`src/hdl/apus_pkg.sv`:
```
// ----------------------------------------------------------------------------
// Power sequencer constants
// ----------------------------------------------------------------------------
package apus_pkg;

    // Power modes of the converter.
    typedef enum logic [1:0] {
        APUS_NORMAL  = 2'b00,
        APUS_PARTIAL = 2'b01,
        APUS_FULL    = 2'b10
    } apus_mode_t;

    // Cycle state of the select framing.
    typedef enum logic [1:0] {
        APUS_IDLE    = 2'b00,
        APUS_FRAME   = 2'b01
    } apus_frame_t;

    // System clock rate in hertz.
    localparam int unsigned CLK_HZ         = 20_000_000;
    // Recovery time with the internal reference, in nanoseconds.
    localparam int unsigned REC_INT_NS     = 4000;
    // Recovery time with an external reference, in nanoseconds.
    localparam int unsigned REC_EXT_NS     = 1000;
    // Recovery time from full power-down, in microseconds.
    localparam int unsigned REC_FULL_US    = 4000;
    // Derived cycle counts (least times round up).
    localparam int unsigned REC_INT_CYC    = (REC_INT_NS * (CLK_HZ / 1_000_000) + 999) / 1000;
    localparam int unsigned REC_EXT_CYC    = (REC_EXT_NS * (CLK_HZ / 1_000_000) + 999) / 1000;
    localparam int unsigned REC_FULL_CYC   = REC_FULL_US * (CLK_HZ / 1_000_000);
    // Falling edge counts that bound the power-down window.
    localparam logic [5:0]  EDGE_WIN_LO    = 6'h02;
    localparam logic [5:0]  EDGE_WIN_HI    = 6'h0A;
    // Falling edges after which tracking resumes in a normal frame.
    localparam logic [5:0]  EDGE_TRACK     = 6'h0D;
    // Falling edges that end a dual read.
    localparam logic [5:0]  EDGE_END       = 6'h20;
    // Width of the recovery counter.
    localparam int unsigned REC_W          = 18;

endpackage

```
`src/hdl/apus_sequencer.sv`:
```
// Behaviour
// - Internal reference partial recovery takes 4 us.
// - External reference partial recovery takes 1 us.
// - Reference buffers re-power only with internal reference.
// - Track resumes on first clock edge after select in a recovery frame.
// - Track-and-hold starts in track at power-up.
// - Select low ten falling edges keeps power.
// - Rise in window aborts, tri-states, partial down.
// - Window rise in partial moves to full.
// - Select fall starts recovery; needs tenth edge.
`timescale 1ns/1ns
`default_nettype none

module apus_sequencer #(
    parameter int unsigned REC_FULL_CYC = apus_pkg::REC_FULL_CYC // Full recovery count.
) (
    // Clock and reset.
    input  wire logic       clk,
    input  wire logic       rst_n,
    // Host pins.
    input  wire logic       conv_sel_n,
    input  wire logic       ser_clk,
    // Reference selection strap, high for the internal reference.
    input  wire logic       int_ref_sel,
    // Status outputs.
    output logic [1:0]      power_mode,
    output logic            fully_powered,
    output logic            ref_buf_on,
    output logic            track_mode,
    output logic            result_line_a_oe,
    output logic            result_line_b_oe
);

    // ------------------------------------------------------------------------
    // Elaboration checks
    // ------------------------------------------------------------------------
    // The recovery counter must hold the full recovery count; refuse it at elaboration.
    if (REC_FULL_CYC < 1 || REC_FULL_CYC >= (1 << apus_pkg::REC_W)) begin : g_bad_rec
        $error("Full recovery count does not fit the counter.");
    end

    // ------------------------------------------------------------------------
    // Input synchronisers
    // ------------------------------------------------------------------------
    logic [1:0] sel_sync_q;   // Select synchroniser, bit 1 is safe.
    logic [1:0] sclk_sync_q;  // Serial clock synchroniser.
    logic [1:0] ref_sync_q;   // Reference strap synchroniser.
    logic       sel_d1_q;     // Delayed select for edge finding.
    logic       sclk_d1_q;    // Delayed serial clock for edge finding.

    // Each pin passes two flip-flops before use.
    always_ff @(posedge clk or negedge rst_n) begin
        if (!rst_n) begin
            sel_sync_q  <= 2'h3;
            sclk_sync_q <= 2'h0;
            ref_sync_q  <= 2'h0;
            sel_d1_q    <= 1'b1;
            sclk_d1_q   <= 1'b0;
        end else begin
            sel_sync_q  <= {sel_sync_q[0], conv_sel_n};
            sclk_sync_q <= {sclk_sync_q[0], ser_clk};
            ref_sync_q  <= {ref_sync_q[0], int_ref_sel};
            sel_d1_q    <= sel_sync_q[1];
            sclk_d1_q   <= sclk_sync_q[1];
        end
    end

    // Edge strobes, one cycle each.
    logic sel_fall;
    logic sel_rise;
    logic sclk_fall;
    logic sclk_edge;
    assign sel_fall  = sel_d1_q & ~sel_sync_q[1];
    assign sel_rise  = ~sel_d1_q & sel_sync_q[1];
    assign sclk_fall = sclk_d1_q & ~sclk_sync_q[1];
    assign sclk_edge = sclk_d1_q ^ sclk_sync_q[1];

    // ------------------------------------------------------------------------
    // Falling edge counter
    // ------------------------------------------------------------------------
    logic [5:0] edge_cnt_q;   // Serial clock falling edges in this frame.
    logic       in_frame_q;   // High while select is low.

    // Counts falling edges from each select fall; saturates at the end.
    always_ff @(posedge clk or negedge rst_n) begin
        if (!rst_n) begin
            edge_cnt_q <= 6'h00;
            in_frame_q <= 1'b0;
        end else if (sel_fall) begin
            edge_cnt_q <= 6'h00;
            in_frame_q <= 1'b1;
        end else if (sel_rise) begin
            in_frame_q <= 1'b0;
        end else if (in_frame_q && sclk_fall && edge_cnt_q != apus_pkg::EDGE_END) begin
            edge_cnt_q <= edge_cnt_q + 6'h01;
        end
    end

    // Window test used on every select rise.
    function automatic logic in_window(input logic [5:0] cnt);
        in_window = (cnt >= apus_pkg::EDGE_WIN_LO) && (cnt < apus_pkg::EDGE_WIN_HI);
    endfunction

    // ------------------------------------------------------------------------
    // Power mode machine
    // ------------------------------------------------------------------------
    apus_pkg::apus_mode_t mode_q; // Present power mode.
    logic                 recovering_q; // Frame is a recovery dummy.

    // Select rise decides the mode from the edge count.
    always_ff @(posedge clk or negedge rst_n) begin
        if (!rst_n) begin
            mode_q       <= apus_pkg::APUS_NORMAL;
            recovering_q <= 1'b0;
        end else if (sel_fall) begin
            // A fall begins recovery from a power-down mode.
            recovering_q <= (mode_q != apus_pkg::APUS_NORMAL);
        end else if (sel_rise) begin
            recovering_q <= 1'b0;
            if (in_window(edge_cnt_q)) begin
                // Rise in the window powers down one step.
                if (mode_q == apus_pkg::APUS_NORMAL) begin
                    mode_q <= apus_pkg::APUS_PARTIAL;
                end else begin
                    mode_q <= apus_pkg::APUS_FULL;
                end
            end else if (edge_cnt_q >= apus_pkg::EDGE_WIN_HI) begin
                // Past the tenth edge the device stays or becomes powered.
                mode_q <= apus_pkg::APUS_NORMAL;
            end
            // A rise before the second edge keeps the mode.
        end
    end

    // ------------------------------------------------------------------------
    // Recovery timer
    // ------------------------------------------------------------------------
    logic [apus_pkg::REC_W-1:0] rec_cnt_q; // Cycles left until fully powered.
    logic [apus_pkg::REC_W-1:0] rec_load;  // Count for the present recovery.

    // Recovery length depends on mode and reference.
    always_comb begin
        if (mode_q == apus_pkg::APUS_FULL) begin
            rec_load = apus_pkg::REC_W'(REC_FULL_CYC);
        end else if (ref_sync_q[1]) begin
            rec_load = apus_pkg::REC_W'(apus_pkg::REC_INT_CYC);
        end else begin
            rec_load = apus_pkg::REC_W'(apus_pkg::REC_EXT_CYC);
        end
    end

    // Loads on select fall from power-down, runs down, clears on abort.
    always_ff @(posedge clk or negedge rst_n) begin
        if (!rst_n) begin
            rec_cnt_q <= '0;
        end else if (sel_fall && mode_q != apus_pkg::APUS_NORMAL) begin
            rec_cnt_q <= rec_load;
        end else if (sel_rise && edge_cnt_q < apus_pkg::EDGE_WIN_HI && recovering_q) begin
            rec_cnt_q <= '0;
        end else if (rec_cnt_q != '0) begin
            rec_cnt_q <= rec_cnt_q - 1'b1;
        end
    end

    // ------------------------------------------------------------------------
    // Outputs
    // ------------------------------------------------------------------------
    logic powered_d; // Fully powered when normal and recovery done.
    assign powered_d = (mode_q == apus_pkg::APUS_NORMAL) && (rec_cnt_q == '0);

    // Status outputs are registered.
    always_ff @(posedge clk or negedge rst_n) begin
        if (!rst_n) begin
            power_mode    <= 2'h0;
            fully_powered <= 1'b0;
            ref_buf_on    <= 1'b0;
        end else begin
            power_mode    <= mode_q;
            fully_powered <= powered_d && !recovering_q;
            // Buffers are off in power-down; on during recovery only if internal.
            ref_buf_on    <= ref_sync_q[1] &&
                             (mode_q == apus_pkg::APUS_NORMAL || recovering_q);
        end
    end

    // Track-and-hold control: starts in track at reset.
    always_ff @(posedge clk or negedge rst_n) begin
        if (!rst_n) begin
            track_mode <= 1'b1;
        end else if (sel_fall) begin
            track_mode <= 1'b0;
        end else if (in_frame_q && recovering_q && sclk_edge && edge_cnt_q == 6'h00) begin
            track_mode <= 1'b1;
        end else if (in_frame_q && !recovering_q && sclk_edge && sclk_sync_q[1]
                     && edge_cnt_q >= apus_pkg::EDGE_TRACK) begin
            track_mode <= 1'b1;
        end else if (!in_frame_q) begin
            track_mode <= 1'b1;
        end
    end

    // Result lines drive during a frame, tri-state on rise or dual-read end.
    always_ff @(posedge clk or negedge rst_n) begin
        if (!rst_n) begin
            result_line_a_oe <= 1'b0;
            result_line_b_oe <= 1'b0;
        end else if (sel_fall) begin
            result_line_a_oe <= 1'b1;
            result_line_b_oe <= 1'b1;
        end else if (sel_rise || (in_frame_q && edge_cnt_q == apus_pkg::EDGE_END)) begin
            result_line_a_oe <= 1'b0;
            result_line_b_oe <= 1'b0;
        end
    end

    // ------------------------------------------------------------------------
    // Assertions
    // ------------------------------------------------------------------------
    property p_window_partial;
        @(posedge clk) disable iff (!rst_n)
        (sel_rise && in_window(edge_cnt_q) && mode_q == apus_pkg::APUS_NORMAL)
        |=> mode_q == apus_pkg::APUS_PARTIAL;
    endproperty
    a_window_partial: assert property (p_window_partial) else $error("No partial entry.");

    property p_window_full;
        @(posedge clk) disable iff (!rst_n)
        (sel_rise && in_window(edge_cnt_q) && mode_q == apus_pkg::APUS_PARTIAL)
        |=> mode_q == apus_pkg::APUS_FULL;
    endproperty
    a_window_full: assert property (p_window_full) else $error("No full entry.");

    property p_early_rise;
        @(posedge clk) disable iff (!rst_n)
        (sel_rise && edge_cnt_q < apus_pkg::EDGE_WIN_LO) |=> $stable(mode_q);
    endproperty
    a_early_rise: assert property (p_early_rise) else $error("Early rise moved mode.");

    property p_tenth_normal;
        @(posedge clk) disable iff (!rst_n)
        (sel_rise && edge_cnt_q >= apus_pkg::EDGE_WIN_HI) |=> mode_q == apus_pkg::APUS_NORMAL;
    endproperty
    a_tenth_normal: assert property (p_tenth_normal) else $error("Not normal after ten.");

    property p_rise_tristate;
        @(posedge clk) disable iff (!rst_n)
        sel_rise |=> !result_line_a_oe && !result_line_b_oe;
    endproperty
    a_rise_tristate: assert property (p_rise_tristate) else $error("Lines still driven.");

    property p_ext_recovery;
        @(posedge clk) disable iff (!rst_n)
        (sel_fall && mode_q == apus_pkg::APUS_PARTIAL && !ref_sync_q[1])
        |=> rec_cnt_q == apus_pkg::REC_W'(apus_pkg::REC_EXT_CYC);
    endproperty
    a_ext_recovery: assert property (p_ext_recovery) else $error("Bad external load.");

    property p_int_recovery;
        @(posedge clk) disable iff (!rst_n)
        (sel_fall && mode_q == apus_pkg::APUS_PARTIAL && ref_sync_q[1])
        |=> rec_cnt_q == apus_pkg::REC_W'(apus_pkg::REC_INT_CYC);
    endproperty
    a_int_recovery: assert property (p_int_recovery) else $error("Bad internal load.");

    property p_ref_buf;
        @(posedge clk) disable iff (!rst_n)
        !ref_sync_q[1] |=> !ref_buf_on;
    endproperty
    a_ref_buf: assert property (p_ref_buf) else $error("Buffers on with external.");

    property p_track_return;
        @(posedge clk) disable iff (!rst_n)
        (in_frame_q && recovering_q && sclk_edge && edge_cnt_q == 6'h00 && !sel_fall)
        |=> track_mode;
    endproperty
    a_track_return: assert property (p_track_return) else $error("No track return.");

endmodule

`default_nettype wire

```
`config.mk`:
```
export PLATFORM = sky130hd
export DESIGN_NAME = apus_sequencer
export DESIGN_NICKNAME = d
export VERILOG_FILES = /design/src/hdl/apus_pkg.sv /design/src/hdl/apus_sequencer.sv
export SDC_FILE = /design/constraint.sdc
export NUM_CORES = 1
export LEC_CHECK = 0
export BUFFER_PORTS_ARGS = -buffer_cell sky130_fd_sc_hd__buf_4
export CAP_MARGIN = 20
export CORE_MARGIN = 10
export CORE_UTILIZATION = 40
export CTS_BUF_LIST = sky130_fd_sc_hd__clkbuf_4 sky130_fd_sc_hd__clkbuf_8
export DETAILED_ROUTE_END_ITERATION = 6
export PLACE_DENSITY_LB_ADDON = 0.15
export SYNTH_ARGS = -nofsm -noshare
export SYNTH_HDL_FRONTEND = slang
export SYNTH_SLANG_ARGS = --single-unit
```
`constraint.sdc`:
```
create_clock -name clk -period 5.35 [get_ports clk]
set_input_delay 1.07 -clock clk [delete_from_list [all_inputs] [get_ports clk]]
set_output_delay 1.07 -clock clk [all_outputs]
set_load 0.01 [all_outputs]
```
==> results of run 1 <==
[critical path, cell delays in order, from the launching register on]
cell and delay (ns):
dfrtp_1 0.42, inv_1 0.07, ha_1 0.17, nor3b_1 0.45, and2_1 0.27, nand3_1 0.25
o21ai_0 0.44, a21oi_1 0.08
[Yosys cell counts]
| library cell | n | share of area (%) |
|---|---|---|
| a32oi_1 | 1 | 0.42 |
| nor4b_4 | 1 | 1.1 |
| o21ai_0 | 13 | 3.1 |
| nor3b_1 | 2 | 0.72 |
| o21a_1 | 2 | 0.72 |
| a211oi_1 | 1 | 0.36 |
| mux2i_1 | 2 | 0.96 |
| inv_1 | 11 | 2.0 |
| nor4_1 | 5 | 1.5 |
| nand2_2 | 1 | 0.30 |
| or3_1 | 2 | 0.60 |
| a21oi_1 | 9 | 2.2 |
| nand4_1 | 2 | 0.60 |
| ha_1 | 9 | 5.4 |
| xor2_1 | 7 | 3.0 |
| clkbuf_1 | 5 | 0.90 |
| nand2_1 | 16 | 2.9 |
| or4_4 | 1 | 0.54 |
| a31oi_1 | 2 | 0.60 |
| buf_1 | 1 | 0.18 |
| a32o_1 | 1 | 0.48 |
| o41a_2 | 1 | 0.60 |
| nor2b_1 | 2 | 0.60 |
| dfrtp_1 | 38 | 46 |
| nor2_1 | 27 | 4.9 |
| a31o_2 | 1 | 0.42 |
| nand3_1 | 6 | 1.4 |
| and2_1 | 2 | 0.60 |
| buf_4 | 1 | 0.36 |
| o31ai_1 | 2 | 0.72 |
| nand3b_1 | 2 | 0.72 |
| a41oi_1 | 1 | 0.42 |
| a21o_1 | 2 | 0.72 |
| a22o_1 | 2 | 0.84 |
| o22ai_1 | 1 | 0.30 |
| dfstp_2 | 4 | 5.1 |
| nor3_1 | 9 | 2.2 |
| and4b_1 | 1 | 0.48 |
| o211ai_1 | 1 | 0.36 |
| xnor2_1 | 7 | 3.0 |
| a41o_1 | 1 | 0.48 |
| or4_1 | 1 | 0.36 |
| mux2_2 | 2 | 1.1 |
[flip-flops by register name (all words and copies together), names as in the netlist]
| signal | cells |
|---|---|
| ref_buf_on | 1 |
| fully_powered | 1 |
| sel_sync_q | 2 |
| power_mode | 2 |
| edge_cnt_q | 6 |
| rec_cnt_q | 18 |
| track_mode | 1 |
| result_line_b_oe | 1 |
| sel_d1_q | 1 |
| ref_sync_q | 2 |
| sclk_d1_q | 1 |
| in_frame_q | 1 |
| mode_q | 2 |
| sclk_sync_q | 2 |
| recovering_q | 1 |
[power by group through the flow]
stage,combinational (mW),sequential (mW),clock [mW]
floorplan,0.250,0.479,0
global placement,0.325,0.497,0
detailed placement,0.324,0.498,0
CTS,0.327,0.492,0.224
global route,0.374,0.508,0.239
finish,0.322,0.493,0.216
[placed cells by master, fill, tap and decap left out, types with 7 or more instances in the layout]
cell type and instances:
buf_4 11, xnor2_1 7, xor2_1 7, inv_1 11, nor2_1 27, nor3_1 9
dfrtp_1 38, ha_1 9, nand2_1 16, a21oi_1 9, o21ai_0 13
[layout make-up]
cell class / instances / area, µm²
flip-flops and latches: 42 / 1060
clock buffers: 7 / 90.1
multi-input cells: 148 / 950
well taps: 70 / 87.6
clock inverters: 1 / 5.00
repair buffers: 11 / 82.6
fillers: 503 / 2760
inverters: 11 / 41.3
[cell families (layout without fill, tap and decap cells)]
group | after synthesis | after routing | share of synthesized area [%]
buffers and inverters | 18 | 30 | 3.43
flip-flops | 42 | 42 | 50.8
AO/OA/AOI/OAI | 41 | 41 | 12.8
adder cells (fa/ha/maj) | 9 | 9 | 5.42
multiplexers | 4 | 4 | 2.05
XOR/XNOR | 14 | 14 | 5.90
AND/OR/NAND/NOR | 80 | 80 | 19.6
[worst min path at each step]
stage	cells past startpoint	to	slack, ns
5_1_grt	0	sel_sync_q[1]	0.36
4_1_cts	0	ref_sync_q[1]	0.36
2_1_floorplan	0	ref_sync_q[1]	0.33
3_5_place_dp	0	sclk_sync_q[1]	0.34
3_3_place_gp	0	ref_sync_q[1]	0.33
6_report	0	sclk_sync_q[1]	0.35
[per-layer routing]
layer  part of all wire (%)  wire, µm  vias up
met5                      0         0        -
met3                    4.6       179        4
met4                   0.85        33        0
li1                       -         -      749
met1                     53      2040      682
met2                     42      1620       26
[metrics by stage]
step,area (µm²),util [%],cells,hold WS [ns]
after CTS,2310,45.6,290,0.355
after detailed placement,2220,43.7,282,0.337
after floorplan,2080,-,208,0.331
after global placement,2220,43.7,282,0.334
after global routing,2310,45.6,290,0.363
final,2310,45.6,290,0.352
==> impl_metrics.yaml, run 1 <==
status:
  outcome: "finished, final reports clean"
grt:
  grt_pass1_vias: 1431
  gr-usage-met1_pct: 13.1
  grt_usage_pct: 9.77
  grt_overflow: 0
  met2_usage_pct: 14.1
  top_usage_layer: "met2"
  met3_usage_pct: 3.59
  grt_pass1_wl_mm: 6.79
  grt_antenna_before_repair: 0
  grt_max_degree: 43
worst_hold_path:
  hp-class: "reg2reg"
  min_from: "sclk_sync_q[0]"
die:
  initial_core_util_pct: 40.9
  die_y_um: 92.1
  rows: 26
  io_pins: 12
  dieArea_mm2: 0.00848
  die_w_um: 92.1
  core_area_mm2: 0.00507
cts:
  root_buffer: "clkbuf_8"
  clk_path_buf_depth: 2
  post_cts_buffers: 0
  clkTransAtPathRegs_ns: 0.08
  cts_tree: "done"
  cts_buffers: 5
  htree_levels: 2
  clk_latency_ns: 0.29
  cts_repair_resize_count: 0
  cts.sinks: 42
  holdBufCountCts: 0
sta:
  setup_ws_ns: 3.07
  fmaxAchievable_mhz: 439
  tightest_slew_ns: 0.565
  rsz0062_at_grt: "no"
  drv_slew: 0
  hold_viol_final: 0
  fin_crit_sh_pct: 42.6
  slew_headroom_pct: 62.3
  layout_min_cycle_time_ns: 2.28
  finClkSkew_ns: 0.00589
  setup-tns-final_ns: 0
  setup_viol: 0
routing:
  ant_nets: 0
  drt-wirelength-per-cell_um: 13.3
  drc_errors: 0
  vias: 1461
  first_pass_iters: 4
  vias_per_cell: 5.04
  drtIter0Drc: 75
  routed_wl_mm: 3.86
critical_path:
  path_class: "reg2reg"
  timing.rr.end: "rec_cnt_q[16]"
  crit_end: "rec_cnt_q[16]"
  critPathMaxFanout: 6
  crit_path_start_kind: "register"
  arrival_ns: 2.44
  worstSetupStartpoint: "rec_cnt_q[0]"
  r2r-start: "rec_cnt_q[0]"
  required_ns: 5.51
  crit_path_end_kind: "register"
  regToRegSetupSlack_ns: 3.07
  r2r_cells: 7
power_and_ir_drop:
  leakage_nw: 1.02
  power_density_mw_per_mm2: 446
  power_frac_clock_pct: 21.0
  comb_power_share_pct: 31.2
  pwr-share-seq_pct: 47.8
  p_switching_uw: 372
  p_total_mw: 1.03
  ir_drop_mv: 0.179
  switching_share_pct: 36.1
  p_int_uw: 658
final_layout:
  diodes: 0
  layout-drive-gt1-share_pct: 13.6
  area_delta_synth_final_pct: 11.3
  final_nets: 233
logic_synthesis:
  synth_area_mm2: 0.00208
  ys_seq_area_share_pct: 50.8
  ys_ff_latch: 42
  syn_inst: 208
  yosysWarnings: 0
  syn_nets: 222
  syn_area_per_cell_um2: 9.99
  synth.distinct_cells: 43
place:
  gp_congestion: 0.799
  post-place-ws_ns: 3.10
  numPortBuffers: 11
  dp_hpwl_mm: 2.75
job:
  drv_cap: 0
Power figures use the tool's default switching activity.
==> run 2: changes to the inputs <==
Clock period 5.35 ns to 1.9 ns, I/O delays scaled along.
==> run 2 against run 1 <==
- the flow now finishes with violations (setup timing)
- clock skew shrank 0.00081 ns
- first-iteration DRC count down 27%
- register-to-register slack worse by 3.1 ns
- sequential power rose to 2.7 times the previous value
- worst setup slack lost 3.1 ns
- sequential cell count stayed put
- wire length is 7.5% higher
- clock power grew to 2.8 times the previous value
- largest power group unchanged
==> impl_metrics.yaml, run 2 (same netlist as run 1, synthesis figures left out) <==
critical_path:
  cp_slowest_cell: "or4_4"
  cp_cell_sequence: "or4_4 > nor4b_4 > nand2_2 > buf_4 > o31ai_1 > a21oi_2"
  required_ns: 2.08
  r2r-start: "rec_cnt_q[3]"
  critical_path_buf_inv_count: 1
  arrival_ns: 2.15
  critPathMaxFanout: 3
  critical_path.top_delay_family: "simple AND/OR/NAND/NOR gates"
  cpPeakStageDelay_ns: 0.56
  crit_path_start_kind: "register"
  path_class: "reg2reg"
  crit_path_end_kind: "register"
  worstSetupStartpoint: "rec_cnt_q[3]"
grt:
  grt_usage_pct: 10.6
  met3_usage_pct: 3.02
  grt_max_degree: 43
  gr-usage-met1_pct: 13.9
  grt_pass1_vias: 1548
  grt_overflow: 0
  grt_pass1_wl_mm: 7.35
  met2_usage_pct: 15.5
  top_usage_layer: "met2"
  grt_antenna_before_repair: 0
final_layout:
  area_delta_synth_final_pct: 23.7
  multiInputGateArea_mm2: 0.00101
  layout_commonest_cell: "dfrtp_1"
  largest-register: "rec_cnt_q"
  layout_common_cells: "dfrtp_1, buf_4, nor2_1"
  layout-drive-gt1-share_pct: 26.8
  n_fill_cell: 491
  diodes: 0
  reg_top3: "rec_cnt_q (18), edge_cnt_q (6)"
  largest_reg_flops: 18
  final_nets: 259
  final_util_pct: 50.6
  regArea_mm2: 0.00106
place:
  post-place-ws_ns: -0.162
  numPortBuffers: 11
  dp_hpwl_mm: 3.03
  gp_congestion: 0.854
power_and_ir_drop:
  power_frac_clock_pct: 18.6
  power_density_mw_per_mm2: 1270
  leakage_nw: 1.16
  switching_share_pct: 36.4
  ir_drop_mv: 0.705
  p_total_mw: 3.27
  p_int_mw: 2.08
  p_switching_mw: 1.19
  pwr-share-seq_pct: 41.4
  comb_power_share_pct: 40.0
die:
  core_area_mm2: 0.00507
  die_w_um: 92.1
  die_y_um: 92.1
  rows: 26
  io_pins: 12
  initial_core_util_pct: 40.9
  dieArea_mm2: 0.00848
sta:
  finClkSkew_ns: 0.00508
  drv_slew: 0
  setup-tns-final_ns: -0.102
  fin_hold_ws_ns: 0.0527
  slew_headroom_pct: 65.3
  fmaxAchievable_mhz: 509
  setup_ws_ns: -0.0647
  tightest_slew_ns: 0.521
  layout_min_cycle_time_ns: 1.96
  fin_crit_sh_pct: 103
  rsz0062_at_grt: "yes"
  setup_viol: 2
  hold_viol_final: 0
routing:
  drt-wirelength-per-cell_um: 13.1
  drc_errors: 0
  vias: 1568
  ant_nets: 0
  first_pass_iters: 4
  routed_wl_mm: 4.15
  vias_per_cell: 4.96
  drtIter0Drc: 55
status:
  violations: "setup timing"
  outcome: "complete, but fails checks"
cts:
  cts.sinks: 42
  clk_path_buf_depth: 2
  cts_buffers: 5
  cts_tree: "done"
  root_buffer: "clkbuf_8"
  htree_levels: 2
  clk_latency_ns: 0.29
  clkTransAtPathRegs_ns: 0.08
worst_hold_path:
  hp-class: "in2async"
job:
  drv_cap: 0
==> run 2: cell count changes in the layout (fill, tap and decap cells not counted), moves of 2 or more <==
cell / delta
nand2_1: -2
nand3_1: -2
o21ai_0: -4
o21ai_1: +3
buf_4: +26
==> run 2: final cells by class <==
| class | count | area share (%) |
|---|---|---|
| Clock buffer | 7 | 3.51 |
| Multi-Input combinational cell | 148 | 39.4 |
| Clock inverter | 1 | 0.195 |
| Sequential cell | 42 | 41.1 |
| Inverter | 11 | 1.61 |
| Tap cell | 70 | 3.41 |
| Timing Repair Buffer | 37 | 10.8 |
==> run 2: path summary, 6_finish.rpt <==
check / end / slack, ns / depth (start not counted)
worst max-delay path: rec_cnt_q[15] / -0.06 / 6
worst min-delay path: edge_cnt_q[0] / 0.05 / 1
worst max register to register: rec_cnt_q[15] / -0.06 / 6
worst min register to register: sclk_sync_q[1] / 0.35 / 0
max in group asynchronous: track_mode / 1.46 / 1
min in group clk: sel_sync_q[0] / 0.19 / 1
==> run 2: metrics by stage <==
stage / std cells / area [µm²]
2_1_floorplan: 208 / 2080
3_3_place_gp: 307 / 2400
3_5_place_dp: 307 / 2400
4_1_cts: 316 / 2540
5_1_grt: 316 / 2570
6_report: 316 / 2570
==> run 2: what timing repair did <==
item | CTS | global route
pin swaps | 1 | 4
cloned | 0 | 0
setup buffers | 1 | 0
endpoints found under the setup margin | 16 | 17
resized for setup | 7 | 10
hold buffers | 0 | 0
==> run 2: layer usage <==
metal	up-vias	wire length, µm	share of wire, %
met5	-	0	0
met4	0	68	1.6
met3	7	163	3.9
met2	23	1790	43
met1	739	2130	51
li1	799	-	-
==> run 2: power by group through the flow <==
stage                     sequential [mW]  clock [mW]  combinational (mW)
after CTS                            1.35       0.630                1.28
after global routing                 1.39       0.674                1.48
final                                1.35       0.608                1.31
after global placement               1.36           0                1.21
after detailed placement             1.36           0                1.22
after floorplan                      1.35           0               0.702
